### src/gpxp_pkg.sv
// Purpose: Shared constants and types for the eight-line expander port
// Assumes: mclk at 100 MHz, SPI mode 0 style framing
// Notes:   Register indices follow the command byte address field
package gpxp_pkg;
	localparam int          GPXP_LINES      = 8;
	localparam int          GPXP_ADDR_W     = 6;
	localparam int          GPXP_CLK_NS     = 10;
	// Filter acceptance window in ns; qualify time sits inside it
	localparam int          GPXP_FLT_MIN_NS = 225;
	localparam int          GPXP_FLT_MAX_NS = 1075;
	localparam int          GPXP_FLT_NS     = 650;
	localparam int          GPXP_FLT_CYC    = GPXP_FLT_NS / GPXP_CLK_NS;
	localparam int          GPXP_CNT_W      = 7;

	localparam logic [5:0]  ADDR_PIN_STATE  = 6'h00;
	localparam logic [5:0]  ADDR_OUT_LEVEL  = 6'h01;
	localparam logic [5:0]  ADDR_IN_INVERT  = 6'h02;
	localparam logic [5:0]  ADDR_DIRECTION  = 6'h03;
	localparam logic [5:0]  ADDR_PULLUP     = 6'h04;
	localparam logic [5:0]  ADDR_IRQ_EN     = 6'h05;
	localparam logic [5:0]  ADDR_OUT_FLOAT  = 6'h06;
	localparam logic [5:0]  ADDR_IRQ_PEND   = 6'h07;
	localparam logic [5:0]  ADDR_RISE_EN    = 6'h08;
	localparam logic [5:0]  ADDR_FALL_EN    = 6'h09;
	localparam logic [5:0]  ADDR_FILTER_EN  = 6'h0A;

	localparam logic [7:0]  RST_OUT_LEVEL   = 8'hFF;
	localparam logic [7:0]  RST_DIRECTION   = 8'hFF;
	localparam logic [7:0]  RST_FILTER_EN   = 8'hFF;
	localparam logic [7:0]  RST_ZERO        = 8'h00;

	localparam int          CMD_RW_BIT      = 7;
	localparam logic [2:0]  BIT_LAST        = 3'h7;

	typedef struct packed {
		logic       rd;
		logic [5:0] addr;
	} gpxp_cmd_s;

	typedef enum logic [1:0] {GPXP_CMD, GPXP_DATA, GPXP_DONE} gpxp_state_e;
endpackage

### src/gpxp_port.sv
// Purpose: Eight-line GPIO expander port core behind an SPI slave
// Assumes: SPI pins are slow against mclk and are oversampled
// Notes:   Mode 0: sample on rising sclk, shift out on falling sclk
//
// How it works
// RULE1: Pin-state view returns input levels, inverted where invert bit set.
// RULE2: Output lines read back the output-level register in pin-state view.
// RULE3: Writes to the pin-state view are ignored entirely.
// RULE4: Bit seven maps to line seven, bit zero to line zero.
// RULE5: Outputs drive output-level bits; reads return last written value.
// RULE6: Invert bit one complements the pin, zero passes it unchanged.
// RULE7: Direction zero is output, one is input; reset makes all inputs.
// RULE8: Pull-up bit one enables pull-up, zero disables; reset all off. The code turns the pull-up on for input lines only.
// RULE9: Output lines never raise interrupts.
// RULE10: Float bit one puts the output in high impedance.
// RULE11: Pending register shows which input lines raised an interrupt.
// RULE12: Rise one, fall zero: only rising edges interrupt.
// RULE13: Rise zero, fall one: only falling edges interrupt.
// RULE14: Rise equals fall: either edge interrupts.
// RULE15: Both selects zero: pending clears when input returns to read level.
// RULE16: Any pin-state read clears pending interrupts.
// RULE17: Filter ignores pulses under 225ns, accepts changes beyond 1075ns.
// RULE18: Filter bits reset to all ones; zero bypasses the filter.
// RULE19: Interrupt enable zero, the reset default, blocks that line.
// RULE20: Host sends command byte: bit 7 read, bits 6:1 address.
// RULE21: Registers sit at addresses 0x00 to 0x0A in fixed order.
// RULE22: Output level resets to 0xFF, output float to 0x00.
// RULE23: Open-drain interrupt pulls low while any pending bit is set.
// RULE24: Filter is a fixed qualify counter inside the window.
`timescale 1ns/1ps
module gpxp_port
	import gpxp_pkg::*;
#(
	parameter int LINES = GPXP_LINES
) (
	input  wire logic             mclk,
	input  wire logic             reset_n,
	input  wire logic             sclk,
	input  wire logic             cs_n,
	input  wire logic             sdi,
	output logic                  sdo,
	output logic                  sdo_oe_n,
	input  wire logic [LINES-1:0] io_in,
	output logic [LINES-1:0]      io_out,
	output logic [LINES-1:0]      io_oe_n,
	output logic [LINES-1:0]      pullup_on,
	output logic                  irq_out,
	output logic                  irq_oe_n
);
	logic [2:0]       sclk_sync_reg;
	logic [2:0]       cs_sync_reg;
	logic [1:0]       sdi_sync_reg;
	logic [LINES-1:0] io_meta_reg;
	logic [LINES-1:0] io_sync_reg;

	logic [LINES-1:0] output_level_reg;
	logic [LINES-1:0] input_invert_reg;
	logic [LINES-1:0] line_direction_reg;
	logic [LINES-1:0] pullup_enable_reg;
	logic [LINES-1:0] irq_enable_reg;
	logic [LINES-1:0] output_float_reg;
	logic [LINES-1:0] irq_pending_reg;
	logic [LINES-1:0] rise_irq_enable_reg;
	logic [LINES-1:0] fall_irq_enable_reg;
	logic [LINES-1:0] glitch_filter_enable_reg;

	logic [LINES-1:0] filt_level_reg;
	logic [LINES-1:0] filt_prev_reg;
	logic [LINES-1:0] read_level_reg;
	logic [GPXP_CNT_W-1:0] filt_cnt_reg [LINES];

	gpxp_state_e      state_reg;
	logic [2:0]       bit_cnt_reg;
	logic [7:0]       shift_reg;
	logic [7:0]       tx_reg;
	gpxp_cmd_s        cmd_reg;

	logic             sclk_rise;
	logic             sclk_fall;
	logic             cs_act;
	logic [7:0]       rx_byte;
	logic             byte_done;
	logic             wr_strobe;
	logic             pin_read;
	logic [LINES-1:0] pin_view;
	logic [LINES-1:0] edge_hit;
	logic [LINES-1:0] back_clear;
	logic [7:0]       rd_data;

	// Select read data for a register index
	function automatic logic [7:0] reg_read(input logic [5:0] a);
		case (a)
			ADDR_PIN_STATE: reg_read = pin_view;
			ADDR_OUT_LEVEL: reg_read = output_level_reg;
			ADDR_IN_INVERT: reg_read = input_invert_reg;
			ADDR_DIRECTION: reg_read = line_direction_reg;
			ADDR_PULLUP:    reg_read = pullup_enable_reg;
			ADDR_IRQ_EN:    reg_read = irq_enable_reg;
			ADDR_OUT_FLOAT: reg_read = output_float_reg;
			ADDR_IRQ_PEND:  reg_read = irq_pending_reg;
			ADDR_RISE_EN:   reg_read = rise_irq_enable_reg;
			ADDR_FALL_EN:   reg_read = fall_irq_enable_reg;
			ADDR_FILTER_EN: reg_read = glitch_filter_enable_reg;
			default:        reg_read = RST_ZERO;
		endcase
	endfunction

	// Pins come from outside: two flops before any logic
	always_ff @(posedge mclk or negedge reset_n) begin
		if (!reset_n) begin
			sclk_sync_reg <= 3'h0;
			cs_sync_reg   <= 3'h7;
			sdi_sync_reg  <= 2'h0;
			io_meta_reg   <= '0;
			io_sync_reg   <= '0;
		end else begin
			sclk_sync_reg <= {sclk_sync_reg[1:0], sclk};
			cs_sync_reg   <= {cs_sync_reg[1:0], cs_n};
			sdi_sync_reg  <= {sdi_sync_reg[0], sdi};
			io_meta_reg   <= io_in;
			io_sync_reg   <= io_meta_reg;
		end
	end

	assign sclk_rise = sclk_sync_reg[1] & ~sclk_sync_reg[2];
	assign sclk_fall = ~sclk_sync_reg[1] & sclk_sync_reg[2];
	assign cs_act    = ~cs_sync_reg[1];
	assign rx_byte   = {shift_reg[6:0], sdi_sync_reg[1]};
	assign byte_done = cs_act & sclk_rise & (bit_cnt_reg == BIT_LAST);
	// Pin-state view: inputs with polarity, outputs read back latch
	assign pin_view  = (line_direction_reg & (io_sync_reg ^ input_invert_reg))
		| (~line_direction_reg & output_level_reg); // RULE1 RULE2 RULE6 RULE4
	assign wr_strobe = byte_done & (state_reg == GPXP_DATA) & ~cmd_reg.rd;
	assign pin_read  = byte_done & (state_reg == GPXP_CMD)
		& rx_byte[CMD_RW_BIT] & (rx_byte[6:1] == ADDR_PIN_STATE); // RULE16
	assign rd_data   = reg_read(rx_byte[6:1]);

	// Command byte then one data byte per frame
	always_ff @(posedge mclk or negedge reset_n) begin
		if (!reset_n) begin
			state_reg   <= GPXP_CMD;
			bit_cnt_reg <= 3'h0;
			shift_reg   <= 8'h00;
			cmd_reg     <= '0;
		end else if (!cs_act) begin
			state_reg   <= GPXP_CMD;
			bit_cnt_reg <= 3'h0;
		end else if (sclk_rise) begin
			shift_reg   <= rx_byte;
			bit_cnt_reg <= bit_cnt_reg + 3'h1;
			if (bit_cnt_reg == BIT_LAST) begin
				case (state_reg)
					GPXP_CMD: begin
						cmd_reg.rd   <= rx_byte[CMD_RW_BIT]; // RULE20
						cmd_reg.addr <= rx_byte[6:1];
						state_reg    <= GPXP_DATA;
					end
					GPXP_DATA: state_reg <= GPXP_DONE;
					GPXP_DONE: state_reg <= GPXP_DONE;
					default:   state_reg <= GPXP_CMD;
				endcase
			end
		end
	end

	// Read data is captured at command end, shifted out on falling sclk
	always_ff @(posedge mclk or negedge reset_n) begin
		if (!reset_n) begin
			tx_reg   <= 8'h00;
			sdo      <= 1'b0;
			sdo_oe_n <= 1'b1;
		end else begin
			sdo_oe_n <= ~(cs_act & (state_reg == GPXP_DATA) & cmd_reg.rd);
			if (pin_read || (byte_done && state_reg == GPXP_CMD)) begin
				tx_reg <= rd_data;
			end else if (sclk_fall && state_reg == GPXP_DATA) begin
				sdo    <= tx_reg[7];
				tx_reg <= {tx_reg[6:0], 1'b0};
			end
		end
	end

	// Register writes; pin-state and pending indices fall through
	always_ff @(posedge mclk or negedge reset_n) begin
		if (!reset_n) begin
			output_level_reg         <= RST_OUT_LEVEL; // RULE22
			input_invert_reg         <= RST_ZERO;
			line_direction_reg       <= RST_DIRECTION; // RULE7
			pullup_enable_reg        <= RST_ZERO; // RULE8
			irq_enable_reg           <= RST_ZERO; // RULE19
			output_float_reg         <= RST_ZERO; // RULE22
			rise_irq_enable_reg      <= RST_ZERO;
			fall_irq_enable_reg      <= RST_ZERO;
			glitch_filter_enable_reg <= RST_FILTER_EN; // RULE18
		end else if (wr_strobe) begin
			case (cmd_reg.addr) // RULE21
				ADDR_OUT_LEVEL: output_level_reg    <= rx_byte;
				ADDR_IN_INVERT: input_invert_reg    <= rx_byte;
				ADDR_DIRECTION: line_direction_reg  <= rx_byte;
				ADDR_PULLUP:    pullup_enable_reg   <= rx_byte;
				ADDR_IRQ_EN:    irq_enable_reg      <= rx_byte;
				ADDR_OUT_FLOAT: output_float_reg    <= rx_byte;
				ADDR_RISE_EN:   rise_irq_enable_reg <= rx_byte;
				ADDR_FALL_EN:   fall_irq_enable_reg <= rx_byte;
				ADDR_FILTER_EN: glitch_filter_enable_reg <= rx_byte;
				default: ; // RULE3
			endcase
		end
	end

	// Qualify counter: a change must hold for GPXP_FLT_CYC cycles
	always_ff @(posedge mclk or negedge reset_n) begin
		if (!reset_n) begin
			filt_level_reg <= '0;
			filt_prev_reg  <= '0;
			for (int i = 0; i < LINES; i++) begin
				filt_cnt_reg[i] <= '0;
			end
		end else begin
			filt_prev_reg <= filt_level_reg;
			for (int i = 0; i < LINES; i++) begin
				if (!glitch_filter_enable_reg[i]) begin
					filt_level_reg[i] <= io_sync_reg[i]; // RULE18
					filt_cnt_reg[i]   <= '0;
				end else if (io_sync_reg[i] == filt_level_reg[i]) begin
					filt_cnt_reg[i]   <= '0;
				end else if (filt_cnt_reg[i] ==
					GPXP_CNT_W'(GPXP_FLT_CYC - 1)) begin
					filt_level_reg[i] <= io_sync_reg[i]; // RULE17 RULE24
					filt_cnt_reg[i]   <= '0;
				end else begin
					filt_cnt_reg[i]   <= filt_cnt_reg[i] + GPXP_CNT_W'(1);
				end
			end
		end
	end

	// Edge select: equal bits mean either edge
	always_comb begin
		for (int i = 0; i < LINES; i++) begin
			if (rise_irq_enable_reg[i] == fall_irq_enable_reg[i]) begin
				edge_hit[i] = filt_level_reg[i] ^ filt_prev_reg[i]; // RULE14
			end else if (rise_irq_enable_reg[i]) begin
				edge_hit[i] = filt_level_reg[i] & ~filt_prev_reg[i]; // RULE12
			end else begin
				edge_hit[i] = ~filt_level_reg[i] & filt_prev_reg[i]; // RULE13
			end
		end
	end

	assign back_clear = ~rise_irq_enable_reg & ~fall_irq_enable_reg
		& ~(filt_level_reg ^ read_level_reg); // RULE15

	// Input level latched at each pin-state read for return-to-level clear
	always_ff @(posedge mclk or negedge reset_n) begin
		if (!reset_n) begin
			read_level_reg <= '0;
		end else if (pin_read) begin
			read_level_reg <= filt_level_reg;
		end
	end

	// Set wins over any clear in the same cycle
	always_ff @(posedge mclk or negedge reset_n) begin
		if (!reset_n) begin
			irq_pending_reg <= RST_ZERO;
		end else begin
			irq_pending_reg <= (edge_hit & irq_enable_reg & line_direction_reg)
				| (irq_pending_reg & ~back_clear
				& ~{LINES{pin_read}}); // RULE9 RULE11 RULE16 RULE19
		end
	end

	// Pin drive; open-drain interrupt output
	always_ff @(posedge mclk or negedge reset_n) begin
		if (!reset_n) begin
			io_out    <= RST_OUT_LEVEL;
			io_oe_n   <= '1;
			pullup_on <= '0;
			irq_out   <= 1'b0;
			irq_oe_n  <= 1'b1;
		end else begin
			io_out    <= output_level_reg; // RULE5
			io_oe_n   <= line_direction_reg | output_float_reg; // RULE7 RULE10
			pullup_on <= pullup_enable_reg & line_direction_reg; // RULE8
			irq_out   <= 1'b0;
			irq_oe_n  <= ~|irq_pending_reg; // RULE23
		end
	end
endmodule

### config.mk
export PLATFORM = sky130hd
export DESIGN_NAME = gpxp_port
export DESIGN_NICKNAME = d
export VERILOG_FILES = /design/src/gpxp_pkg.sv /design/src/gpxp_port.sv
export SDC_FILE = /design/constraint.sdc
export NUM_CORES = 1
export LEC_CHECK = 0
export BUFFER_PORTS_ARGS = -buffer_cell sky130_fd_sc_hd__buf_2
export CORE_MARGIN = 8
export CORE_UTILIZATION = 65
export CTS_CLUSTER_SIZE = 25
export DETAILED_ROUTE_END_ITERATION = 6
export PLACE_DENSITY = 0.91
export SLEW_MARGIN = 20
export SYNTH_ARGS = -nofsm -noshare
export SYNTH_HDL_FRONTEND = slang
export SYNTH_SLANG_ARGS = --single-unit
### constraint.sdc
create_clock -name mclk -period 3 [get_ports mclk]
set_input_delay 0.45 -clock mclk [delete_from_list [all_inputs] [get_ports mclk]]
set_output_delay 0.45 -clock mclk [all_outputs]
set_load 0.02 [all_outputs]
==> results of run 1 <==
==> report_power, final <==
| group | total [W] | switching, W | leakage [nW] | internal [W] |
|---|---|---|---|---|
| Clock | 0.00310 | 0.00121 | 0.412 | 0.00188 |
| Sequential | 0.00344 | 0.000179 | 3.05 | 0.00327 |
| Combinational | 0.000642 | 0.000431 | 2.19 | 0.000210 |
==> synth_stat cells, drive strengths merged (3+ instances only) <==
master	count	area [µm²]
nor2b	9	56.30
and3	17	106.4
nor4	9	62.56
nand2	85	319.1
nor3	3	31.28
o21ai	31	155.2
clkbuf	15	56.30
xor2	37	324.1
and2	10	62.56
a32oi	4	35.03
nand3	75	420.4
mux2	80	900.9
mux4	6	135.1
xnor2	28	245.2
inv	55	206.5
a31oi	4	25.02
or2	8	50.05
ha	44	550.5
mux2i	23	230.2
dfstp	44	1156
buf	15	78.82
o21bai	5	37.54
a21oi	11	55.05
a221oi	5	50.04
a22oi	7	52.55
o22ai	4	25.02
dfrtp	193	4830
nor4b	3	32.53
or4	3	26.27
nor2	75	281.5
==> timing repair <==
| action | in CTS | in global routing |
|---|---|---|
| endpoints found under the hold margin | 61 | 0 |
| hold buffers | 1 | 0 |
| endpoints found under the setup margin | 0 | 0 |
==> stage by stage <==
stage,utilization,cells,cell area (µm²)
floorplan,-,929,10790
global placement,0.6889,1177,11300
detailed placement,0.6889,1177,11300
CTS,0.7405,1224,12150
global route,0.7405,1224,12150
finish,0.7405,1224,12150
==> critical path: stages, from the launching register on <==
cell,delay (ns)
dfrtp_1,0.38
inv_1,0.08
ha_1,0.20
or4b_1,0.47
nor3_2,0.11
buf_4,0.22
nand3_2,0.34
mux2_2,0.41
==> area by class of cell <==
cell class,instances,share of cell area
timing repair buffer,59,0.03151
multi-input combinational,607,0.3674
tap,220,0.02266
clock inverter,6,0.006900
sequential,237,0.4927
clock buffer,40,0.06189
inverter,55,0.01699
==> per-layer routing <==
metal / track usage / vias up / share of wire
met2: 0.3968 / 279 / 0.49
met5: 0 / - / 0
met1: 0.2985 / 3640 / 0.41
met4: 0.09365 / 0 / 0.036
li1: - / 3289 / -
met3: 0.05184 / 79 / 0.067
==> cell families (layout without fill, tap and decap cells) <==
group,count (synthesis),count (layout)
compound gates,84,84
xor+xnor,65,65
fa+ha+maj,44,44
buf+inv,85,160
flops,237,237
mux,109,109
other cells,1,1
simple gates,304,304
==> worst max path at each step <==
| stage | start | endpoint | slack (ns) | cells after the start |
|---|---|---|---|---|
| 6_report | state_reg[1]$_DFFE_PN0P_ | irq_enable_reg[4]$_DFFE_PN0P_ | 0.65 | 7 |
| 3_3_place_gp | shift_reg[4]$_DFFE_PN0P_ | read_level_reg[6]$_DFFE_PN0P_ | 0.78 | 6 |
| 5_1_grt | shift_reg[4]$_DFFE_PN0P_ | read_level_reg[3]$_DFFE_PN0P_ | 0.54 | 6 |
| 2_1_floorplan | state_reg[1]$_DFFE_PN0P_ | input_invert_reg[0]$_DFFE_PN0P_ | 1.04 | 7 |
| 3_5_place_dp | shift_reg[4]$_DFFE_PN0P_ | read_level_reg[2]$_DFFE_PN0P_ | 0.72 | 6 |
| 4_1_cts | state_reg[1]$_DFFE_PN0P_ | irq_enable_reg[4]$_DFFE_PN0P_ | 0.69 | 7 |
==> results.cfg, run 1 <==
[sta]
drv_slew = 0
period_minus_slack_ns = 2.351
hold_slack_ns = 0.02994
fin_crit_sh = 0.7835
slew_headroom = 0.4007
fin_worst_skew_ns = 0.008042
worstMarginPinSlew_ns = 0.8972
layout_setup_ws_ns = 0.6495
tns_ns = 0
fmax_mhz = 425.4
hold_viol_final = 0
rsz0062_at_grt = no
finalSetupViolations = 0

[synth]
synthMuxAreaShare = 0.1173
synthCells = 929
synth_seq_area_share = 0.5547
synth-adder-area-share = 0.05102
synth.distinct_cells = 55
synth_compound_area_frac = 0.05079
synth_warnings = 0
yosys_most_used_dff = dfrtp_1
synth-async-reset-ratio = 1.000
ys_seq_elements = 237
synth_xor_area_frac = 0.05276
synth_area_um2 = 10790
yosys.area_share.simple = 0.1413
postSynthAreaPerCell_um2 = 11.62
synth.net_count = 986
synth_edf_count = 0
synth_top_family_by_area = simple AND/OR/NAND/NOR gates

[min_path]
min_to = cs_sync_reg[0]$_DFF_PN1_
hold_path.startpoint = cs_n
hp-class = in -> reg
hold_path_depth = 1

[clock_tree]
post_cts_buffers = 0
clock_latency_ns = 0.52
clkSlewWorstSetupHoldPaths_ns = 0.06
cts_tree = built
cts_inserted_buffers = 25
clkSinkCount = 237
htreeDepth = 1
ctsResizeCount = 0
root_buffer = clkbuf_16
max-clock-path-buffers = 3

[critical_path]
r2r_start = state_reg[1]$_DFFE_PN0P_
rr_worst_depth = 7
reg2reg_to = irq_enable_reg[4]$_DFFE_PN0P_
path_max_fanout = 9
arrival_ns = 2.75
cp-start-kind = flop
required_ns = 3.40
r2r_slack_ns = 0.65
end_kind = flop
worstSetupPathType = reg -> reg

[final_layout]
multi_input_area_um2 = 4463
nets = 1042
final_common_cell = dfrtp_1
area_growth_pct = 12.59
regArea_um2 = 5986
layout-drive-gt1-share = 0.2500
num_antenna_cells = 0
final_cell_mix = dfrtp_1 (193), nand2_1 (85), mux2_2 (80)
largest_reg_flops = 56
fill_cells = 1017

[grt]
globalRouteOverflowTotal = 0
grt_max_degree = 96
antenna_found_initial = 0
grt_pass1_vias = 7613
gr-usage-all-layers = 0.2382
grt_pass1_wl_um = 39120

[routing]
drt_first_pass_iters = 5
drc = 0
routed_wl_um = 23950
final_antenna_net_count = 0
post_drt_wl_per_cell_um = 19.56
vias = 7287
routed_via_density = 5.953
drtIter0Drc = 644

[die]
fp.dieArea_um2 = 20980
fp.dieW_um = 144.8
initial_utilization = 0.6577
core_um2 = 16410
die_y_um = 144.8
num_rows = 47
io_pins = 41

[placed_design]
pre_cts_ws_ns = 0.7248
place.gp.congestion = 0.9177
portBuffers = 39
dpl.hpwl_um = 15590

[power_and_ir_drop]
p_leak_nw = 5.653
p_total_w = 0.007183
peakVddDrop_mv = 0.4709
p_per_area_nw_per_um2 = 591.2

[job]
maxCapViolCount = 0

[run_status]
outcome = complete, no violations
Power figures use the tool's default switching activity.
==> run 2, diff against run 1 <==
CORE_UTILIZATION = 56   (was 65)
PLACE_DENSITY = 0.84   (was 0.91)
clock period = 2.1 ns   (was 3 ns; I/O delays follow)
==> run 2 against run 1 <==
  * Clock skew is 0.0094 ns higher
  * Clock power is 41% higher
  * Sequential share of layout area shrank 1.9 points
  * Highest routed layer unchanged
  * First-iteration DRC count up 2.0%
  * Critical endpoint is now output_float_reg[1]$_DFFE_PN0P_
  * Combinational power increased by 88%
  * Final cell count up 6.4%
  * Sequential power grew 39%
==> results.cfg, run 2 (synthesized netlist as in run 1, its figures left out) <==
[final_layout]
num_antenna_cells = 0
instances_no_fill = 1302
final_cell_mix = dfrtp_1 (192), nand2_1 (85), mux2_2 (77)
layout-drive-gt1-share = 0.2774
area_growth_pct = 17.23
largest_reg_flops = 56
final_common_cell = dfrtp_1
nets = 1081

[routing]
routed_wl_um = 24430
drt_first_pass_iters = 5
drtIter0Drc = 657
post_drt_wl_per_cell_um = 18.76
final_antenna_net_count = 0
drc = 0
vias = 7442
routed_via_density = 5.716

[power_and_ir_drop]
p_leak_nw = 5.856
peakVddDrop_mv = 0.6788
p_per_area_nw_per_um2 = 818.7

[grt]
grt_max_degree = 57
gr-usage-all-layers = 0.2075
grt_pass1_wl_um = 40110
globalRouteOverflowTotal = 0
grt_pass1_vias = 7766
antenna_found_initial = 0

[critical_path]
required_ns = 2.50
end_kind = flop
cp_slowest_cell = or4b_4
path_cells = inv_2 -> ha_4 -> or4b_4 -> nor3_4 -> buf_4 -> nand3_4 -> mux2_4
worstSetupPathType = reg -> reg
cp-start-kind = flop
path_max_fanout = 8
arrival_ns = 2.50
cpPeakStageDelay_ns = 0.46

[placed_design]
portBuffers = 39
place.gp.congestion = 0.8824
pre_cts_ws_ns = -0.1351
dpl.hpwl_um = 16200
dp.cells = 1241

[sta]
fin_crit_sh = 0.9997
fin_worst_skew_ns = 0.01743
hold_viol_final = 0
fmax_mhz = 476.3
worstMarginPinSlew_ns = 0.6413
layout_setup_ws_ns = 0.0005511
drv_slew = 0
rsz0062_at_grt = yes
finalSetupViolations = 0
period_minus_slack_ns = 2.099
slew_headroom = 0.5716

[die]
num_rows = 50
fp.dieW_um = 154.8
core_um2 = 18830
fp.dieArea_um2 = 23970
die_y_um = 154.8
initial_utilization = 0.5730
io_pins = 41

[clock_tree]
cts_inserted_buffers = 25
root_buffer = clkbuf_16
clkSlewWorstSetupHoldPaths_ns = 0.06
clock_latency_ns = 0.53
max-clock-path-buffers = 3
htreeDepth = 1
cts_tree = built
clkSinkCount = 237

[run_status]
outcome = complete, no violations

[min_path]
hp-class = in -> async

[job]
maxCapViolCount = 0
==> run 2: final cells by class <==
type | count | area [µm²]
Inverter | 55 | 206.4
Multi-Input combinational cell | 607 | 4549
Tap cell | 260 | 325.3
Clock inverter | 6 | 45.04
Clock buffer | 39 | 778.2
Sequential cell | 237 | 5987
Timing Repair Buffer | 98 | 758.2
Fill cell | 1316 | 6181
==> run 2: worst max-delay path: cells and delay by family (launching register included) <==
family | cells | cell delay [ns]
mux | 1 | 0.37
flops | 1 | 0.38
fa+ha+maj | 1 | 0.12
simple gates | 3 | 0.81
buf+inv | 2 | 0.28
==> run 2: through the flow <==
step	setup TNS (ns)	area [µm²]	util	hold slack (ns)	total power [W]
2_1_floorplan	0	10790	-	0.01941	0.005448
3_5_place_dp	-2.661	11560	0.6138	0.2711	0.005996
4_1_cts	-0.009910	12580	0.6681	0.3241	0.01037
6_report	0	12650	0.6718	0.3055	0.01036
5_1_grt	-0.8441	12650	0.6718	0.3525	0.01070
3_3_place_gp	-1.719	11560	0.6138	0.2742	0.005975
==> run 2: final timing paths <==
path / startpoint / end / slack, ns / cells after the start
max: state_reg[1]$_DFFE_PN0P_ / output_float_reg[1]$_DFFE_PN0P_ / 0.0006 / 7
min: reset_n / filt_cnt_reg[51]$_DFF_PN0_ / 0.31 / 2
max reg2reg: state_reg[1]$_DFFE_PN0P_ / output_float_reg[1]$_DFFE_PN0P_ / 0.0006 / 7
min reg2reg: io_meta_reg[5]$_DFF_PN0_ / io_sync_reg[5]$_DFF_PN0_ / 0.34 / 0
max in group asynchronous: reset_n / output_level_reg[6]$_DFFE_PN1P_ / 1.07 / 3
min in group mclk: io_meta_reg[5]$_DFF_PN0_ / io_sync_reg[5]$_DFF_PN0_ / 0.34 / 0
==> run 2: routing by layer <==
metal | vias up | wire length (µm) | GRT usage | part of all wire
met4 | 0 | 1075 | 0.09846 | 0.044
li1 | 3378 | - | - | -
met3 | 90 | 1832 | 0.04458 | 0.075
met2 | 306 | 11630 | 0.3387 | 0.48
met1 | 3668 | 9884 | 0.2599 | 0.40
met5 | - | 0 | 0 | 0
==> run 2: timing repair <==
item / CTS / global route
gates cloned: 1 / 0
endpoints found under the hold margin: 54 / 0
gates resized for setup: 13 / 14
setup endpoints to repair: 48 / 53
buffers inserted: 1 / 2
hold buffers: 12 / 0
==> run 2: where the power goes <==
group	internal, W	leakage, nW	total (W)	switching, W
registers	0.00467	3.05	0.00479	0.000124
logic	0.000416	2.40	0.00121	0.000790
clock network	0.00255	0.403	0.00436	0.00181
total	0.00763	5.86	0.0104	0.00272
